`src/rtl/gim_regs.svh`:
```
// register map, reset values and bus codes for the gpio interrupt block
`ifndef GIM_REGS_SVH
`define GIM_REGS_SVH

`define GIM_ADDR_W 8
`define GIM_DATA_W 32
`define GIM_PINS 8

`define GIM_OFS_SENSE 8'h00
`define GIM_OFS_BOTH 8'h04
`define GIM_OFS_EVENT 8'h08
`define GIM_OFS_MASK 8'h0C
`define GIM_OFS_RAW 8'h10
`define GIM_OFS_MASKED 8'h14
`define GIM_OFS_CLEAR 8'h18
`define GIM_OFS_SELECT 8'h1C

`define GIM_RST_BYTE 8'h00

`define GIM_RESP_OKAY 2'h0
`define GIM_RESP_SLVERR 2'h2

`endif

```
`src/rtl/gim_pkg.sv`:
```
// types shared by the gpio interrupt block
package gim_pkg;

  typedef logic [7:0] gim_byte_t;
  typedef logic [7:0] gim_addr_t;
  typedef logic [31:0] gim_word_t;
  typedef logic [1:0] gim_resp_t;

  typedef struct packed {
    gim_byte_t sense;
    gim_byte_t both;
    gim_byte_t event_pol;
    gim_byte_t mask;
    gim_byte_t sel;
    gim_byte_t raw;
    gim_byte_t masked;
    gim_byte_t prev;
    logic combined;
    logic aw_v;
    gim_addr_t aw_addr;
    logic w_v;
    gim_byte_t w_data;
    logic w_lane0;
    logic b_v;
    gim_resp_t b_resp;
    logic r_v;
    gim_byte_t r_data;
    gim_resp_t r_resp;
  } gim_top_s;

endpackage : gim_pkg

```
`src/rtl/gim_sync.sv`:
```
// three-stage pin synchroniser with agreement filter
`timescale 1ns/1ps
`include "gim_regs.svh"

module gim_sync #(
  parameter int WIDTH = `GIM_PINS
) (
  input wire logic clk,
  input wire logic srst,
  input wire logic [WIDTH-1:0] din,
  output logic [WIDTH-1:0] dout
);
  import gim_pkg::*;

  typedef struct packed {
    logic [WIDTH-1:0] s1;
    logic [WIDTH-1:0] s2;
    logic [WIDTH-1:0] s3;
    logic [WIDTH-1:0] filt;
  } gim_sync_s;

  gim_sync_s st_q;
  gim_sync_s st_d;

  always_comb
  begin
    st_d = st_q;
    st_d.s1 = din;
    st_d.s2 = st_q.s1;
    st_d.s3 = st_q.s2;
    // s1 is never looked at here; only s2 and s3 vote
    for (int i = 0; i < WIDTH; i++)
    begin
      if (st_q.s2[i] == st_q.s3[i])
      begin
        st_d.filt[i] = st_q.s3[i];
      end
    end
  end

  always_ff @(posedge clk)
  begin
    if (srst)
    begin
      st_q <= '0;
    end
    else
    begin
      st_q <= st_d;
    end
  end

  assign dout = st_q.filt;

endmodule : gim_sync

```
`src/rtl/gim_top.sv`:
```
// gpio interrupt status, clear and control-source select with axi4-lite slave
//
// Notes on behaviour
// RULE1: raw bit set when pin trigger condition met
// RULE2: raw status read-only, cleared on reset
// RULE3: masked bit is raw and mask enable
// RULE4: masked bit low when no interrupt or masked
// RULE5: masked status read-only, cleared on reset
// RULE6: masked status driven out on eight wires
// RULE7: writing one clears edge detection, zero ignored
// RULE8: clear register write-only, reads zero
// RULE9: select one gives hardware, zero software control
// RULE10: select bits reset to zero, read-write
// RULE11: sense set detects level, clear detects edge
// RULE12: both-edges bit overrides event bit in edge mode
// RULE13: event bit picks rising/high or falling/low
// RULE14: mask enable gates pin and combined interrupt
// RULE15: edges latch until cleared, levels follow pin
`timescale 1ns/1ps
`include "gim_regs.svh"

module gim_top (
  input wire logic CLK_SYS,
  input wire logic SRST,
  input wire logic [`GIM_ADDR_W-1:0] S_AXI_AWADDR,
  input wire logic [2:0] S_AXI_AWPROT,
  input wire logic S_AXI_AWVALID,
  output logic S_AXI_AWREADY,
  input wire logic [`GIM_DATA_W-1:0] S_AXI_WDATA,
  input wire logic [3:0] S_AXI_WSTRB,
  input wire logic S_AXI_WVALID,
  output logic S_AXI_WREADY,
  output logic [1:0] S_AXI_BRESP,
  output logic S_AXI_BVALID,
  input wire logic S_AXI_BREADY,
  input wire logic [`GIM_ADDR_W-1:0] S_AXI_ARADDR,
  input wire logic [2:0] S_AXI_ARPROT,
  input wire logic S_AXI_ARVALID,
  output logic S_AXI_ARREADY,
  output logic [`GIM_DATA_W-1:0] S_AXI_RDATA,
  output logic [1:0] S_AXI_RRESP,
  output logic S_AXI_RVALID,
  input wire logic S_AXI_RREADY,
  input wire logic [`GIM_PINS-1:0] GPIO_IN,
  output logic [`GIM_PINS-1:0] MASKED_IRQ,
  output logic COMBINED_IRQ,
  output logic [`GIM_PINS-1:0] HW_CTRL_SEL
);
  import gim_pkg::*;

  gim_top_s st_q;
  gim_top_s st_d;

  gim_byte_t pin_lvl;
  gim_byte_t rise;
  gim_byte_t fall;
  gim_byte_t edge_hit;
  gim_byte_t level_hit;
  gim_byte_t clr_pulse;
  logic aw_hs;
  logic w_hs;
  logic ar_hs;
  logic do_write;
  logic wr_known;
  logic rd_known;
  gim_byte_t rd_val;
  gim_addr_t rd_addr;

  // pins come from outside the clock domain
  gim_sync #(
    .WIDTH(`GIM_PINS)
  ) u_sync (
    .clk(CLK_SYS),
    .srst(SRST),
    .din(GPIO_IN),
    .dout(pin_lvl)
  );

  // protection bits are accepted but carry no meaning here
  assign aw_hs = S_AXI_AWVALID && S_AXI_AWREADY;
  assign w_hs = S_AXI_WVALID && S_AXI_WREADY;
  assign ar_hs = S_AXI_ARVALID && S_AXI_ARREADY;
  assign do_write = st_q.aw_v && st_q.w_v && !st_q.b_v;

  always_comb
  begin
    unique case (st_q.aw_addr)
      `GIM_OFS_SENSE, `GIM_OFS_BOTH, `GIM_OFS_EVENT, `GIM_OFS_MASK,
      `GIM_OFS_RAW, `GIM_OFS_MASKED, `GIM_OFS_CLEAR, `GIM_OFS_SELECT:
        wr_known = 1'b1;
      default:
        wr_known = 1'b0;
    endcase
  end

  // write strobe of the clear register, one cycle wide
  always_comb
  begin
    clr_pulse = `GIM_RST_BYTE;
    if (do_write && st_q.w_lane0 && st_q.aw_addr == `GIM_OFS_CLEAR)
    begin
      clr_pulse = st_q.w_data; // [RULE7]
    end
  end

  // edge detection on the filtered pin level
  assign rise = pin_lvl & ~st_q.prev;
  assign fall = ~pin_lvl & st_q.prev;

  always_comb
  begin
    edge_hit = '0;
    level_hit = '0;
    for (int i = 0; i < `GIM_PINS; i++)
    begin
      if (st_q.both[i])
      begin
        edge_hit[i] = rise[i] | fall[i]; // [RULE12]
      end
      else if (st_q.event_pol[i])
      begin
        edge_hit[i] = rise[i]; // [RULE13]
      end
      else
      begin
        edge_hit[i] = fall[i]; // [RULE13]
      end
      level_hit[i] = (pin_lvl[i] == st_q.event_pol[i]); // [RULE13]
    end
  end

  // read mux; the clear register holds nothing readable
  assign rd_addr = S_AXI_ARADDR & 8'hFC;

  always_comb
  begin
    rd_val = `GIM_RST_BYTE;
    rd_known = 1'b1;
    unique case (rd_addr)
      `GIM_OFS_SENSE:
        rd_val = st_q.sense;
      `GIM_OFS_BOTH:
        rd_val = st_q.both;
      `GIM_OFS_EVENT:
        rd_val = st_q.event_pol;
      `GIM_OFS_MASK:
        rd_val = st_q.mask;
      `GIM_OFS_RAW:
        rd_val = st_q.raw; // [RULE2]
      `GIM_OFS_MASKED:
        rd_val = st_q.masked; // [RULE5]
      `GIM_OFS_CLEAR:
        rd_val = `GIM_RST_BYTE; // [RULE8]
      `GIM_OFS_SELECT:
        rd_val = st_q.sel; // [RULE10]
      default:
        rd_known = 1'b0;
    endcase
  end

  always_comb
  begin
    st_d = st_q;

    // write address and data are captured independently
    if (aw_hs)
    begin
      st_d.aw_v = 1'b1;
      st_d.aw_addr = S_AXI_AWADDR & 8'hFC;
    end
    if (w_hs)
    begin
      st_d.w_v = 1'b1;
      st_d.w_data = S_AXI_WDATA[7:0];
      st_d.w_lane0 = S_AXI_WSTRB[0];
    end

    if (st_q.b_v && S_AXI_BREADY)
    begin
      st_d.b_v = 1'b0;
    end

    if (do_write)
    begin
      st_d.aw_v = 1'b0;
      st_d.w_v = 1'b0;
      st_d.b_v = 1'b1;
      st_d.b_resp = wr_known ? `GIM_RESP_OKAY : `GIM_RESP_SLVERR;
      // only the low byte lane holds register bits
      if (st_q.w_lane0)
      begin
        unique case (st_q.aw_addr)
          `GIM_OFS_SENSE:
            st_d.sense = st_q.w_data; // [RULE11]
          `GIM_OFS_BOTH:
            st_d.both = st_q.w_data; // [RULE12]
          `GIM_OFS_EVENT:
            st_d.event_pol = st_q.w_data; // [RULE13]
          `GIM_OFS_MASK:
            st_d.mask = st_q.w_data; // [RULE14]
          `GIM_OFS_SELECT:
            st_d.sel = st_q.w_data; // [RULE10]
          default:
            st_d.sense = st_q.sense; // status writes are dropped [RULE2] [RULE5]
        endcase
      end
    end

    if (st_q.r_v && S_AXI_RREADY)
    begin
      st_d.r_v = 1'b0;
    end
    if (ar_hs)
    begin
      st_d.r_v = 1'b1;
      st_d.r_data = rd_val;
      st_d.r_resp = rd_known ? `GIM_RESP_OKAY : `GIM_RESP_SLVERR;
    end

    st_d.prev = pin_lvl;

    // a detection in the same cycle as its clear is kept
    for (int i = 0; i < `GIM_PINS; i++)
    begin
      if (st_q.sense[i])
      begin
        st_d.raw[i] = level_hit[i]; // [RULE11] [RULE15] [RULE1]
      end
      else
      begin
        st_d.raw[i] = (st_q.raw[i] & ~clr_pulse[i]) | edge_hit[i]; // [RULE15] [RULE7] [RULE1]
      end
    end

    // masked copy tracks the new raw and mask in the same edge
    st_d.masked = st_d.raw & st_d.mask; // [RULE3] [RULE4] [RULE14]
    st_d.combined = |st_d.masked; // [RULE14]
  end

  always_ff @(posedge CLK_SYS)
  begin
    if (SRST)
    begin
      st_q <= '0; // [RULE2] [RULE5] [RULE8] [RULE10] [RULE11] [RULE14]
    end
    else
    begin
      st_q <= st_d;
    end
  end

  // each write channel holds one beat and reopens at the commit; the next commit waits for the response to drain
  assign S_AXI_AWREADY = !st_q.aw_v;
  assign S_AXI_WREADY = !st_q.w_v;
  assign S_AXI_BVALID = st_q.b_v;
  assign S_AXI_BRESP = st_q.b_resp;
  assign S_AXI_ARREADY = !st_q.r_v;
  assign S_AXI_RVALID = st_q.r_v;
  assign S_AXI_RDATA = {24'h000000, st_q.r_data};
  assign S_AXI_RRESP = st_q.r_resp;

  assign MASKED_IRQ = st_q.masked; // [RULE6]
  assign COMBINED_IRQ = st_q.combined; // [RULE14]
  assign HW_CTRL_SEL = st_q.sel; // [RULE9]

endmodule : gim_top

```
`config.mk`:
```
export PLATFORM = sky130hd
export DESIGN_NAME = gim_top
export DESIGN_NICKNAME = d
export VERILOG_FILES = /design/src/rtl/gim_pkg.sv /design/src/rtl/gim_sync.sv /design/src/rtl/gim_top.sv
export VERILOG_INCLUDE_DIRS = /design/src /design/src/rtl
export SDC_FILE = /design/constraint.sdc
export NUM_CORES = 1
export LEC_CHECK = 0
export ABC_AREA = 1
export BUFFER_PORTS_ARGS = -buffer_cell sky130_fd_sc_hd__buf_4
export CORE_MARGIN = 8
export CORE_UTILIZATION = 54
export DETAILED_ROUTE_END_ITERATION = 8
export PLACE_DENSITY = 0.8
export SETUP_SLACK_MARGIN = 0.4
export SYNTH_ARGS = -nofsm -noshare
export SYNTH_HDL_FRONTEND = slang
export SYNTH_SLANG_ARGS = --single-unit
export TNS_END_PERCENT = 10
```
`constraint.sdc`:
```
create_clock -name CLK_SYS -period 1.7 [get_ports CLK_SYS]
set_input_delay 0.34 -clock CLK_SYS [delete_from_list [all_inputs] [get_ports CLK_SYS]]
set_output_delay 0.34 -clock CLK_SYS [all_outputs]
set_load 0.02 [all_outputs]
```
==> qor.yml <==
yosysWarnings: 0
max_stage_delay_ps: 380
drt_iter0_drc: 462
synthMuxAreaShare_pct: 0
rsz0062_at_grt: "true"
htree_levels: 4
synth_edf_count: 0
synth_top_cell_by_area: "dfxtp_1"
yosys_most_used_dff: "dfxtp_1"
track_usage_pct: 19.9
path_clk_slew_ps: 60
worstSetupStartpoint: "st_q[31]$_SDFFE_PP0P_"
powerDensity_mw_per_mm2: 979
die_height_um: 119
hold_violations: 0
gp_congestion: 0.913
hold_path.class: "in -> reg"
ir_drop_mv: 0.533
ant_nets: 0
total_power_mw: 6.92
port_buffers: 67
avgSynthCellArea_um2: 7.49
synth_compound_area_share_pct: 15.1
p_comb_share_pct: 7.1
cp_slowest_cell: "dfxtp_1"
switchingPower_mw: 1.70
worstSetupPathType: "reg -> reg"
synth_cells: 758
fin_skew_ps: 6.85
leakage_nw: 3.08
pre_cts_ws_ps: -93.3
grt_pass1_wl_um: 22800
drive_above_1_share_pct: 22.5
p_int_mw: 5.22
synth_top_family_by_area: "simple AND/OR/NAND/NOR gates"
cts_buffers: 17
p_clk_share_pct: 48.3
multi_input_area_mm2: 0.00250
synth_xor_area_share_pct: 0
cts_sinks: 126
status: "finished clean"
wire_per_inst_um: 15.0
timing.final.crit_share_pct: 95.6
cp.required_ps: 2110
hp-start: "GPIO_IN[4]"
layout.nets: 935
core_mm2: 0.0103
ff_latch_area_mm2: 0.00253
num_io_pins: 131
end_kind: "flop"
synth_seq_cells: 126
slew_violations: 0
dp_hpwl_um: 10200
first_global_vias: 4943
area_growth_pct: 24.6
wl_um: 14900
yosysTopAreaCellShare_pct: 44.4
critPathArrivalTime_ps: 2040
synthTopCellsByArea: "dfxtp_1 (44%), nor2_1 (8.9%), buf_4 (7.1%), inv_1 (6.6%), nand2_1 (6.3%)"
cts_buffer_depth: 2
fillers: 832
yosys.area_share.simple_pct: 21.9
grt_antenna_before_repair: 0
ys_seq_area_share_pct: 44.4
vias_per_cell: 5.17
p_sw_share_pct: 24.6
grt_overflow: 0
rows: 37
worst_slack_ps: 75.2
cp_max_fo: 4
drc: 0
fp.dieArea_mm2: 0.0140
die_w_um: 119
grt_start_max_net_pins: 66
cts_hold_buf: 0
synthArstFlopShare_pct: 0
critPathMostFrequentCell: "buf_4"
clockRootBuffer: "clkbuf_8"
pwr-share-seq_pct: 44.6
antennaDiodeCount: 0
finalSetupViolCount: 0
r2r_start: "st_q[31]$_SDFFE_PP0P_"
cts_tree: "done"
synthAdderAreaFrac_pct: 3.53
syn_area_mm2: 0.00568
start_util_pct: 55.2
num_vias: 5145
worstPathCellList: "nor2_4, buf_4, buf_4, buf_4, nand2_4, nor3_4, buf_6, buf_4, buf_4, o21ai_0, nor2_1"
period_minus_slack_ps: 1620
drtPass1Iterations: 7
insertion_delay_ps: 520
fmax_mhz: 615
maxCapViolCount: 0
synth_cell_types: 33
crit_path_start_kind: "flop"
[layout by cell type, fill, tap and decap left out, types with 6 or more instances in the layout]
cell type / count
o22ai_1: 11
o21ai_0: 59
nor2_1: 134
a21oi_1: 70
clkinvlp_4: 6
buf_4: 102
conb_1: 26
clkbuf_16: 16
nand2_1: 91
ha_1: 16
nand3_2: 12
dfxtp_2: 6
dfxtp_1: 119
nand2_2: 6
nand3_1: 23
inv_1: 96
[critical path: cells and delay by family, from the launching register on]
family                 cells  cell delay (ps)
buffers and inverters      6              750
AOI/OAI and AO/OA          1              130
DFF                        1              380
and+or+nand+nor            4              250
[metrics by stage]
step                      util, %  instance area, um2  hold WS [ps]  setup TNS [ps]  std cells
after floorplan                 -                5780           388               0        783
after global placement       60.4                6210           391           -74.5        942
after detailed placement     60.4                6210           392            -344        942
after CTS                    67.1                6890          11.9               0        985
after global routing         68.8                7070          27.3           -13.0        995
final                        68.8                7070          24.2               0        995
[path summary, 6_finish.rpt]
path / end / slack, ps / cells after the start
setup / recovery: st_q[90]$_SDFFE_PP0P_ / 80 / 11
hold / removal: u_sync.st_d[20]$_SDFF_PP0_ / 20 / 3
setup reg to reg: st_q[90]$_SDFFE_PP0P_ / 80 / 11
hold reg to reg: u_sync.st_d[9]$_SDFF_PP0_ / 400 / 2
[power by group through the flow]
stage	clock, mW	sequential, mW	combinational [mW]
after global routing	3.51	3.09	0.539
after floorplan	0	3.13	0.313
final	3.35	3.09	0.490
after global placement	0	3.14	0.429
after CTS	3.37	3.08	0.462
after detailed placement	0	3.14	0.438
[repair_timing]
action                     4_1_cts  5_1_grt
setup endpoints to repair       80      101
gates cloned                     0        1
pin swaps                        6       21
gates resized for setup          9       25
buffers inserted                11        9
[per-layer routing]
layer	share of wire, %	routed length [um]	vias up	GRT usage (%)
li1	-	-	2534	-
met1	39	5790	2356	22.0
met2	51	7570	222	34.6
met3	8.5	1270	33	5.76
met4	1.9	278	0	8.85
met5	0	0	-	0
[cells by family after synthesis]
family,after synthesis
compound gates,160
flops,126
buf+inv,171
fa+ha+maj,16
simple gates,284
other cells,1
[synthesized netlist by cell type, types with 5 or more instances]
cell,instances
ha_1,16
a21oi_1,70
dfxtp_1,126
nor2_1,135
clkbuf_1,12
inv_1,100
nand2_1,96
o21ai_0,59
buf_4,54
nand3_1,35
nor2_4,5
o22ai_1,11
[flip-flops by register name (all words and copies together), names as in the netlist]
name	count
HW_CTRL_SEL	8
COMBINED_IRQ	1
S_AXI_RVALID	1
u_sync.st_q	8
S_AXI_BVALID	1
u_sync.dout	8
MASKED_IRQ	8
S_AXI_RRESP	1
S_AXI_BRESP	1
st_q	65
u_sync.st_d	16
S_AXI_RDATA	8
[layout make-up]
class | count | area share (%)
tap | 136 | 2.41
clock buffer | 19 | 6.25
clock inverter | 13 | 1.65
inverter | 103 | 5.54
multi-input combinational | 487 | 35.4
sequential | 126 | 35.8
timing repair buffer | 111 | 12.9
(Power assumes the default switching activity.)
